**src/hw/attc_pkg.sv**
```systemverilog
// Purpose: constants for the drive-side transfer timing configuration block
// Assumes: 8-bit microcontroller data space, 16-bit addresses
// Notes:   all counts are in cycles of clk_sys
package attc_pkg;

    // ------------------------------------------------------------------
    // register map
    // ------------------------------------------------------------------
    localparam logic [15:0] OFF_PIO_ASSERT_TIME   = 16'hf0dc;
    localparam logic [15:0] OFF_PIO_RECOVERY_TIME = 16'hf0dd;
    localparam logic [15:0] OFF_DMA_ASSERT_TIME   = 16'hf0de;

    // ------------------------------------------------------------------
    // fields and reset values
    // ------------------------------------------------------------------
    localparam int          CNT_W           = 5;
    localparam int          TMR_W           = 6;
    localparam int          BIT_USB_SM_RST  = 7;
    localparam int          BIT_DIR_HINT    = 7;
    localparam logic [4:0]  RST_COUNT       = 5'h00;
    localparam logic [7:0]  RST_RDATA       = 8'h00;

    // ------------------------------------------------------------------
    // extra cycles added to programmed values, and write hold lengths
    // ------------------------------------------------------------------
    localparam logic [5:0]  EXTRA_PIO_ASSERT = 6'h01;
    localparam logic [5:0]  EXTRA_PIO_RECOV  = 6'h02;
    localparam logic [5:0]  EXTRA_MWDMA_AST  = 6'h01;
    localparam logic [5:0]  EXTRA_UDMA_AST   = 6'h02;
    localparam logic [5:0]  PIO_WR_HOLD      = 6'h02;
    localparam logic [5:0]  UDMA_WR_HOLD     = 6'h01;

    // ------------------------------------------------------------------
    // sequencer states
    // ------------------------------------------------------------------
    typedef enum logic [2:0] {
        ST_IDLE    = 3'b001,
        ST_ASSERT  = 3'b010,
        ST_RECOVER = 3'b100
    } attc_state_t;

endpackage : attc_pkg

```
**src/hw/attc_phase_timer.sv**
```systemverilog
// Purpose: down counter timing one phase of a strobe sequence
// Assumes: load_val is at least one
// Notes:   a phase loaded with n lasts n cycles; last marks its final one
`timescale 1ns/1ns
module attc_phase_timer (
    input  wire logic                     clk_sys,
    input  wire logic                     nrst,
    input  wire logic                     load,
    input  wire logic [attc_pkg::TMR_W-1:0] load_val,
    output logic      [attc_pkg::TMR_W-1:0] cnt,
    output logic                          last
);
    import attc_pkg::*;

    typedef struct packed {
        logic [TMR_W-1:0] cnt;
    } attc_tmr_t;

    attc_tmr_t q;
    attc_tmr_t d;

    always_comb begin
        d = q;
        if (load) begin
            d.cnt = load_val;
        end else if (q.cnt != '0) begin
            d.cnt = q.cnt - TMR_W'(1);
        end
    end

    always_ff @(posedge clk_sys or negedge nrst) begin
        if (!nrst) begin
            q <= '0;
        end else begin
            q <= d;
        end
    end

    assign cnt  = q.cnt;
    assign last = (q.cnt == TMR_W'(1));

endmodule : attc_phase_timer

```
**src/hw/attc_timing_cfg.sv**
```systemverilog
// Purpose: transfer timing registers and the strobe phase sequencer
// Assumes: nrst is the power-up / watchdog reset; bus reset never reaches here
// Notes:   register reads answer one cycle after xd_rd
`timescale 1ns/1ns
module attc_timing_cfg (
    input  wire logic        clk_sys,
    input  wire logic        nrst,
    input  wire logic [15:0] xd_addr,
    input  wire logic [7:0]  xd_wdata,
    input  wire logic        xd_wr,
    input  wire logic        xd_rd,
    output logic      [7:0]  xd_rdata,
    output logic             usb_sm_idle,
    output logic             dma_direction_hint_enable,
    input  wire logic        xfer_start,
    input  wire logic        xfer_dma,
    input  wire logic        xfer_udma,
    input  wire logic        xfer_write,
    output logic             xfer_busy,
    output logic             xfer_done,
    output logic             strobe,
    output logic             data_hold,
    output logic             recovery
);
    import attc_pkg::*;

    typedef struct packed {
        attc_state_t      st;
        logic [CNT_W-1:0] pio_assert_count;
        logic [CNT_W-1:0] pio_recovery_count;
        logic [CNT_W-1:0] dma_assert_count;
        logic             dir_hint;
        logic [7:0]       rdata;
        logic             sm_idle;
        logic             done;
        logic             is_dma;
        logic             udma;
        logic             wr;
        logic [CNT_W-1:0] lat_ast;
        logic [CNT_W-1:0] lat_rcv;
    } attc_state_s_t;

    attc_state_s_t    q;
    attc_state_s_t    d;
    logic             tmr_load;
    logic [TMR_W-1:0] tmr_val;
    logic [TMR_W-1:0] tmr_cnt;
    logic             tmr_last;

    function automatic logic hit(input logic [15:0] a, input logic [15:0] off);
        hit = (a == off);
    endfunction : hit

    attc_phase_timer u_timer (
        .clk_sys  (clk_sys),
        .nrst     (nrst),
        .load     (tmr_load),
        .load_val (tmr_val),
        .cnt      (tmr_cnt),
        .last     (tmr_last)
    );

    // ------------------------------------------------------------------
    // registers and sequencer
    // ------------------------------------------------------------------
    always_comb begin
        d         = q;
        d.sm_idle = 1'b0;
        d.done    = 1'b0;
        tmr_load  = 1'b0;
        tmr_val   = '0;
        if (xd_wr && hit(xd_addr, OFF_PIO_ASSERT_TIME)) begin
            d.pio_assert_count = xd_wdata[CNT_W-1:0];
            d.sm_idle          = xd_wdata[BIT_USB_SM_RST];
        end
        if (xd_wr && hit(xd_addr, OFF_PIO_RECOVERY_TIME)) begin
            d.pio_recovery_count = xd_wdata[CNT_W-1:0];
        end
        if (xd_wr && hit(xd_addr, OFF_DMA_ASSERT_TIME)) begin
            d.dma_assert_count = xd_wdata[CNT_W-1:0];
            d.dir_hint         = xd_wdata[BIT_DIR_HINT];
        end
        if (xd_rd) begin
            d.rdata = 8'h00;
            if (hit(xd_addr, OFF_PIO_ASSERT_TIME)) begin
                d.rdata = {3'h0, q.pio_assert_count};
            end else if (hit(xd_addr, OFF_PIO_RECOVERY_TIME)) begin
                d.rdata = {3'h0, q.pio_recovery_count};
            end else if (hit(xd_addr, OFF_DMA_ASSERT_TIME)) begin
                d.rdata = {q.dir_hint, 2'h0, q.dma_assert_count};
            end
        end
        unique case (q.st)
            ST_IDLE: begin
                if (xfer_start) begin
                    d.st      = ST_ASSERT;
                    d.is_dma  = xfer_dma;
                    d.udma    = xfer_udma;
                    d.wr      = xfer_write;
                    d.lat_ast = xfer_dma ? q.dma_assert_count : q.pio_assert_count;
                    d.lat_rcv = q.pio_recovery_count;
                    tmr_load  = 1'b1;
                    if (!xfer_dma) begin
                        tmr_val = {1'b0, q.pio_assert_count} + EXTRA_PIO_ASSERT;
                    end else if (xfer_udma) begin
                        tmr_val = {1'b0, q.dma_assert_count} + EXTRA_UDMA_AST;
                    end else begin
                        tmr_val = {1'b0, q.dma_assert_count} + EXTRA_MWDMA_AST;
                    end
                end
            end
            ST_ASSERT: begin
                if (tmr_last) begin
                    if (!q.is_dma) begin
                        d.st     = ST_RECOVER;
                        tmr_load = 1'b1;
                        tmr_val  = {1'b0, q.lat_rcv} + EXTRA_PIO_RECOV;
                    end else begin
                        d.st   = ST_IDLE;
                        d.done = 1'b1;
                    end
                end
            end
            ST_RECOVER: begin
                if (tmr_last) begin
                    d.st   = ST_IDLE;
                    d.done = 1'b1;
                end
            end
            default: begin
                d.st = ST_IDLE;
            end
        endcase
    end

    always_ff @(posedge clk_sys or negedge nrst) begin
        if (!nrst) begin
            q                    <= '0;
            q.st                 <= ST_IDLE;
            q.pio_assert_count   <= RST_COUNT;
            q.pio_recovery_count <= RST_COUNT;
            q.dma_assert_count   <= RST_COUNT;
            q.rdata              <= RST_RDATA;
        end else begin
            q <= d;
        end
    end

    // ------------------------------------------------------------------
    // outputs
    // ------------------------------------------------------------------
    logic udma_wr_hold;
    assign udma_wr_hold = (q.st == ST_ASSERT) && q.is_dma && q.udma && q.wr && tmr_last;

    assign xd_rdata                  = q.rdata;
    assign usb_sm_idle               = q.sm_idle;
    assign dma_direction_hint_enable = q.dir_hint;
    assign xfer_busy                 = (q.st != ST_IDLE);
    assign xfer_done                 = q.done;
    assign strobe                    = (q.st == ST_ASSERT) && !udma_wr_hold;
    assign recovery                  = (q.st == ST_RECOVER);
    assign data_hold                 = udma_wr_hold
                                     || ((q.st == ST_RECOVER) && q.wr
                                         && (tmr_cnt > {1'b0, q.lat_rcv}));

    // ------------------------------------------------------------------
    // checks
    // ------------------------------------------------------------------
    logic [7:0] ph_len;
    always_ff @(posedge clk_sys or negedge nrst) begin
        if (!nrst) begin
            ph_len <= 8'h00;
        end else begin
            ph_len <= (d.st != q.st) ? 8'h00 : ph_len + 8'h01;
        end
    end

    AST_REGS_HOLD: assert property (@(posedge clk_sys) disable iff (!nrst)
        !xd_wr |=> $stable(q.pio_assert_count) && $stable(q.pio_recovery_count)
                   && $stable(q.dma_assert_count))
        else $error("timing register changed without a write");
    AST_PIO_AST_LEN: assert property (@(posedge clk_sys) disable iff (!nrst)
        (q.st == ST_ASSERT) && !q.is_dma && tmr_last |-> ph_len == {3'h0, q.lat_ast})
        else $error("pio strobe length wrong");
    AST_PIO_RCV_LEN: assert property (@(posedge clk_sys) disable iff (!nrst)
        (q.st == ST_RECOVER) && tmr_last |-> ph_len == ({3'h0, q.lat_rcv} + 8'h01)
        ##1 !xfer_busy)
        else $error("pio recovery length wrong");
    AST_PIO_HOLD: assert property (@(posedge clk_sys) disable iff (!nrst)
        (q.st == ST_RECOVER) && q.wr |-> (data_hold == (ph_len < 8'h02)))
        else $error("pio write hold not two cycles");
    AST_DMA_AST_LEN: assert property (@(posedge clk_sys) disable iff (!nrst)
        (q.st == ST_ASSERT) && q.is_dma && tmr_last
        |-> ph_len == ({3'h0, q.lat_ast} + {7'h00, q.udma}) ##1 xfer_done && !xfer_busy)
        else $error("dma assertion length wrong");
    AST_UDMA_HOLD: assert property (@(posedge clk_sys) disable iff (!nrst)
        $fell(strobe) && q.is_dma && q.udma && q.wr |-> data_hold ##1 !data_hold)
        else $error("ultra dma write hold wrong");
    AST_USB_IDLE: assert property (@(posedge clk_sys) disable iff (!nrst)
        xd_wr && hit(xd_addr, OFF_PIO_ASSERT_TIME) && xd_wdata[BIT_USB_SM_RST]
        |=> usb_sm_idle ##1 !usb_sm_idle)
        else $error("usb machine reset pulse missing");
    AST_RST_BIT_RD0: assert property (@(posedge clk_sys) disable iff (!nrst)
        xd_rd && hit(xd_addr, OFF_PIO_ASSERT_TIME) |=> xd_rdata[7:5] == 3'h0)
        else $error("write-only bit read back");
    AST_RSV_RD0: assert property (@(posedge clk_sys) disable iff (!nrst)
        xd_rd && (hit(xd_addr, OFF_PIO_RECOVERY_TIME) || hit(xd_addr, OFF_DMA_ASSERT_TIME))
        |=> xd_rdata[6:5] == 2'h0)
        else $error("reserved bits not zero");

endmodule : attc_timing_cfg

```
**config.mk**
```make
export PLATFORM = sky130hd
export DESIGN_NAME = attc_timing_cfg
export DESIGN_NICKNAME = d
export VERILOG_FILES = /design/src/hw/attc_pkg.sv /design/src/hw/attc_phase_timer.sv /design/src/hw/attc_timing_cfg.sv
export SDC_FILE = /design/constraint.sdc
export NUM_CORES = 1
export LEC_CHECK = 0
export BUFFER_PORTS_ARGS = -buffer_cell sky130_fd_sc_hd__buf_2
export CORE_MARGIN = 2
export CORE_UTILIZATION = 50
export DETAILED_ROUTE_END_ITERATION = 12
export HOLD_SLACK_MARGIN = 0.05
export PLACE_DENSITY = 0.73
export SYNTH_ARGS = -nofsm -noshare
export SYNTH_HDL_FRONTEND = slang
export SYNTH_SLANG_ARGS = --single-unit
export TNS_END_PERCENT = 10
```
**constraint.sdc**
```tcl
create_clock -name clk_sys -period 2.88 [get_ports clk_sys]
set_input_delay 0 -clock clk_sys [delete_from_list [all_inputs] [get_ports clk_sys]]
set_output_delay 0 -clock clk_sys [all_outputs]
set_load 0.01 [all_outputs]
```
== Word-level counts from Yosys, hierarchy flattened ==
Cells that the tools add are included.

* Output and inout port bits: 15
* Input port bits: 32
* Flip-flop bits (word level): 43
* Logic and storage cells: 71

* Add/sub/neg operators: 5
* Order comparisons: 1
* Equality and inequality tests: 11
* Multiplexer cells: 25
* Reduce and logical (&&, ||, !) cells: 16

{| class="wikitable"
|+ Operator list
! cell !! count
|-
| 16-bit == test (second input constant) || 3
|-
| 6-bit 2-to-1 mux || 7
|-
| 8-bit 2-to-1 mux || 3
|-
| 5-bit by 1-bit adder with 6-bit output (second input constant) || 2
|-
| 5-bit by 2-bit adder with 6-bit output (second input constant) || 2
|-
| 3-bit 2-to-1 mux || 4
|-
| 6-bit one-hot mux with 2 select lines || 1
|-
| 1-bit logical AND || 10
|-
| 3-bit one-hot mux with 3 select lines || 1
|-
| 1-bit 2-to-1 mux || 7
|-
| 6-bit by 1-bit == test with 1-bit output (second input constant) || 1
|-
| 6-bit by 5-bit greater-than comparator with 1-bit output || 1
|-
| 6-bit nonzero test || 1
|-
| 6-bit by 1-bit subtractor with 6-bit output (second input constant) || 1
|-
| 2-bit != test (second input constant) || 2
|-
| 1-bit one-hot mux with 2 select lines || 2
|-
| 3-bit by 1-bit == test with 1-bit output (second input constant) || 1
|-
| 3-bit by 2-bit == test with 1-bit output (second input constant) || 1
|-
| 3-bit == test (second input constant) || 1
|-
| 3-bit by 1-bit != test with 1-bit output (second input constant) || 1
|-
| 3-bit AND reduction || 1
|-
| 2-bit by 1-bit != test with 1-bit output (second input constant) || 1
|-
| 2-bit AND reduction || 1
|-
| 2-bit nonzero test || 1
|-
| other kinds (2) || 2
|}

== Longest topological paths before layout ==
* Depth in word-level cells: 7
* Mapped depth: 7
* Depth with buffers taken out: 7

== Cells and area by module ==
A second synthesis with hierarchy kept.

* Cells, all modules: 257
* Area, all modules: 2483.6 µm²

{| class="wikitable"
|+ By module, submodules not included
! module !! sequential area each (µm²) !! area an instance (µm²) !! cells each !! times used
|-
| attc_timing_cfg || 877.1 || 2100.8 || 214 || 1
|-
| attc_phase_timer || 150.1 || 382.9 || 43 || 1
|}

== Least setup slack after synthesis ==
Ideal clock, no wire load.

* Kind: register to register
* Start: reg u_timer.q, in the netlist u_timer.cnt[3]
* End: reg u_timer.q, in the netlist u_timer.cnt[4]
* Setup time: 0.124 ns
* Cell stages (with the launch flop): 6
* Setup slack: 1.022 ns
* Arrival time: 1.734 ns
* Clock period less this slack: 1.858 ns
* Data required time: 2.756 ns
* Path through: dfrtp_1 -> nor4_1 -> nand2_1 -> nor3_1 -> nor3_1 -> a211o_1

* Word-level cells in the longest chain between the ends: 4

{| class="wikitable"
|+ Ends and longest elaborated chain
! what !! line !! text
|-
| start: declaration || attc_phase_timer.sv:19 || <nowiki>attc_tmr_t q;</nowiki>
|-
| start signal: assignment || attc_phase_timer.sv:33 || <nowiki>q <= '0;</nowiki>
|-
| start signal: assignment || attc_phase_timer.sv:35 || <nowiki>q <= d;</nowiki>
|-
| parallel branches: the longest is 4 deep, another holds 6-bit by 1-bit subtractor with 6-bit output || -- ||
|}

Parallel ways; which one is timed is not known. The select of a mux whose other input is x is not followed.
A chain may end at the register's enable or synchronous reset.

== Worst setup path after layout ==
* Start: reg u_timer.q, in the netlist u_timer.cnt[3]
* End: out data_hold

* Word-level cells in the longest chain between the ends: 3

{| class="wikitable"
|+ Ends and longest elaborated chain
! what !! line !! text
|-
| 6-bit by 5-bit greater-than comparator with 1-bit output / 6-bit by 1-bit == test with 1-bit output (equally long branches) || attc_timing_cfg.sv:164, attc_phase_timer.sv:40 ||
|-
| 1-bit logical AND (on tied branches) || attc_timing_cfg.sv:164, attc_timing_cfg.sv:153 ||
|-
| 1-bit logical OR * || attc_timing_cfg.sv:163 || <nowiki>|| ((q.st == ST_RECOVER) && q.wr</nowiki>
|-
| end: declaration || attc_timing_cfg.sv:22 || <nowiki>output logic data_hold,</nowiki>
|}

Mark *: on every way between the ends. The rest lies on a longest branch, timed or not.

==> reports/summary.json <==
{
  "synth": {
    "synthFlopType": "sky130_fd_sc_hd__dfrtp_1",
    "async_s_r_ff_share_synth": 1.00,
    "ys_ff_latch": 41,
    "synth.cells.most_frequent": "sky130_fd_sc_hd__dfrtp_1, sky130_fd_sc_hd__nand2_1, sky130_fd_sc_hd__o21ai_0",
    "netlist_top_cells_area": "sky130_fd_sc_hd__dfrtp_1, sky130_fd_sc_hd__mux2_2, sky130_fd_sc_hd__ha_1",
    "synth.distinct_cells": 44,
    "synth-edff-count": 0,
    "yosys.cell_count.top_type": "sky130_fd_sc_hd__dfrtp_1",
    "syn-mean-instance-area_um2": 9.47,
    "post_synth_instance_area_um2": 2410,
    "synth-warning-count": 0,
    "synth_top_cell_by_area": "sky130_fd_sc_hd__dfrtp_1",
    "number_of_cells_produced_by_synthesis": 255,
    "synth_sequential_area_ratio": 0.425,
    "yosys.area.top_type_share": 0.415
  },
  "placed_design": {
    "detailed_place.area_um2": 2610,
    "placed_cells": 337,
    "port_buffers": 42,
    "hpwlAfterDp_mm": 3.89,
    "gp_congestion": 0.821
  },
  "sta": {
    "aggregate_negative_setup_slack_ns": 0,
    "fin_hold_ws_ns": 0.0646,
    "min_period_over_period": 0.706,
    "report.final.setup_viol": 0,
    "hold_viol_final": 0,
    "final_period_minus_worst_setup_slack_ns": 2.03,
    "achievable-frequency_ghz": 0.492,
    "setup_clock_skew_after_layout_ns": 0.0135,
    "worst_slew_pin_slew_ns": 0.916,
    "relSlewSlack": 0.389,
    "report.final.slew_viol_count": 0,
    "setup_repair_after_global_routing_missed_its_margin": "false"
  },
  "clock_network": {
    "cts_inserted_buffers": 5,
    "numClockSinks": 41,
    "cts-root-buf": "sky130_fd_sc_hd__clkbuf_8",
    "max-clock-path-buffers": 2,
    "postCtsHoldBufs": 10,
    "path_clk_slew_ns": 0.09,
    "clock_latency_on_the_worst_skew_pair_ns": 0.30,
    "h-tree-depth": 2,
    "postCtsSetupRepairBufs": 0,
    "tritoncts": "yes",
    "quantity_of_gates_resized_following_cts": 0
  },
  "setup_path": {
    "r2r_slack_ns": 0.91,
    "critical_path_peak_fanout": 6,
    "cp_data_required_time_ns": 2.88,
    "worst_path_class_setup": "reg -> out",
    "worst_setup_path_start_kind": "flop",
    "critPathArrivalTime_ns": 2.03,
    "setup.worst_path.end_class": "output pin"
  },
  "detailed_routing": {
    "wl_mm": 5.18,
    "detail-route-antenna-nets": 0,
    "detailedRoute.firstPassIterationCount": 4,
    "vias_per_cell": 5.49,
    "wire_per_inst_um": 14.6,
    "route.vias.total": 1950,
    "drtIter0Drc": 112,
    "final_routed_drc_violation_total": 0
  },
  "global_routing": {
    "largest_net_degree_at_the_start_of_global_routing": 42,
    "grt_first_pass_wirelength_mm": 8.75,
    "antenna_violations_before_repair": 0,
    "grt.overflow.total": 0,
    "vias_in_the_first_global_route": 1925,
    "grt_use_total": 0.210
  },
  "finish": {
    "antenna-diode-count": 0,
    "layout-drive-gt1-share": 0.239,
    "stdcell_area_um2": 2820,
    "layout.nets": 344,
    "flow.area_growth_from_synthesis_pct": 16.8,
    "finalNonFillerCells": 355
  },
  "floorplanning": {
    "die_height_um": 73.5,
    "top_level_ports": 47,
    "die_width_um": 73.5,
    "floorplan.initialDensity": 0.515,
    "floorplan.rows": 25,
    "die-area_um2": 5400,
    "placeableCoreArea_um2": 4690
  },
  "power": {
    "worst_ir_drop_vdd_v": 0.000236,
    "power.density_cell_area_nw_per_um2": 389,
    "leakagePower_nw": 1.39
  },
  "min_path": {
    "holdCritPathClass": "in -> reg"
  },
  "run_status": {
    "outcome": "completed"
  },
  "job": {
    "cap_viol_max_count": 0
  }
}
-- state kept, by name, summed over array words and instances (netlist names) --
name	cells
usb_sm_idle	1
xfer_done	1
dma_direction_hint_enable	1
xd_rdata	6
u_timer.cnt	6
q	26
-- where the power goes --
group | switching [W] | internal [W]
logic | 0.0000341 | 0.0000283
registers | 0.0000000953 | 0.000575
clock network | 0.000201 | 0.000257
total | 0.000235 | 0.000861
-- routing by layer --
| metal | vias to the layer above | share of wire | global-route usage |
|---|---|---|---|
| met1 | 929 | 0.45 | 0.272 |
| met5 | - | 0 | 0 |
| met4 | 0 | 0.0098 | 0.0566 |
| met3 | 7 | 0.031 | 0.0453 |
| li1 | 977 | - | - |
| met2 | 37 | 0.51 | 0.354 |
-- logic make-up after synthesis --
group / count (synthesis) / share of synthesized area
and+or+nand+nor: 82 / 0.183
DFF: 41 / 0.425
other: 1 / 0.00155
adders and majority gates: 12 / 0.0622
AOI/OAI and AO/OA: 54 / 0.136
buffers and inverters: 36 / 0.0689
xor gates and xnor gates: 12 / 0.0435
muxes: 17 / 0.0788
-- metrics by stage --
stage                     power [W]  setup WS (ns)   util
after floorplan            0.000606           1.02      -
after global placement     0.000638          0.955  0.557
after detailed placement   0.000640          0.924  0.557
after CTS                   0.00110          0.852  0.601
after global routing        0.00114          0.666  0.601
final                       0.00110          0.848  0.601
-- layout by cell type (no fill, tap or decap), types with 10 or more instances in the layout --
master / count
sky130_fd_sc_hd__dlygate4sd3_1: 10
sky130_fd_sc_hd__ha_1: 12
sky130_fd_sc_hd__dfrtp_1: 40
sky130_fd_sc_hd__nand3_1: 11
sky130_fd_sc_hd__o21ai_0: 23
sky130_fd_sc_hd__nand2_1: 27
sky130_fd_sc_hd__nor2_1: 10
sky130_fd_sc_hd__buf_2: 42
sky130_fd_sc_hd__a21oi_1: 11
sky130_fd_sc_hd__inv_1: 20
sky130_fd_sc_hd__mux2_2: 16
-- cell type report --
class	count	area, um^2
clock inverters	2	35.0
flip-flops and latches	41	1030
repair buffers	53	318
well taps	54	67.6
inverters	20	75.1
clock buffers	6	72.6
fillers	420	1870
multi-input cells	179	1220
-- worst max-delay path, stage by stage, from the launching register on --
cell and delay (ns):
sky130_fd_sc_hd__dfrtp_1 0.44, sky130_fd_sc_hd__nor4_1 0.55, sky130_fd_sc_hd__and2_1 0.32, sky130_fd_sc_hd__nand4_1 0.11
sky130_fd_sc_hd__a21boi_0 0.18, sky130_fd_sc_hd__buf_2 0.15
-- worst paths after layout --
kind / endpoint / from / cells after the start
setup / recovery: data_hold / u_timer.cnt[3]$_DFFE_PN0P_ / 5
hold / removal: q[12]$_DFFE_PN0N_ / xfer_dma / 3
setup reg to reg: u_timer.cnt[4]$_DFFE_PN0P_ / u_timer.cnt[3]$_DFFE_PN0P_ / 6
hold reg to reg: dma_direction_hint_enable$_DFFE_PN0P_ / dma_direction_hint_enable$_DFFE_PN0P_ / 2
max in group asynchronous: u_timer.cnt[3]$_DFFE_PN0P_ / nrst / 2
min in group asynchronous: u_timer.cnt[4]$_DFFE_PN0P_ / nrst / 2
Note: power is estimated with default switching activity, not from simulation.
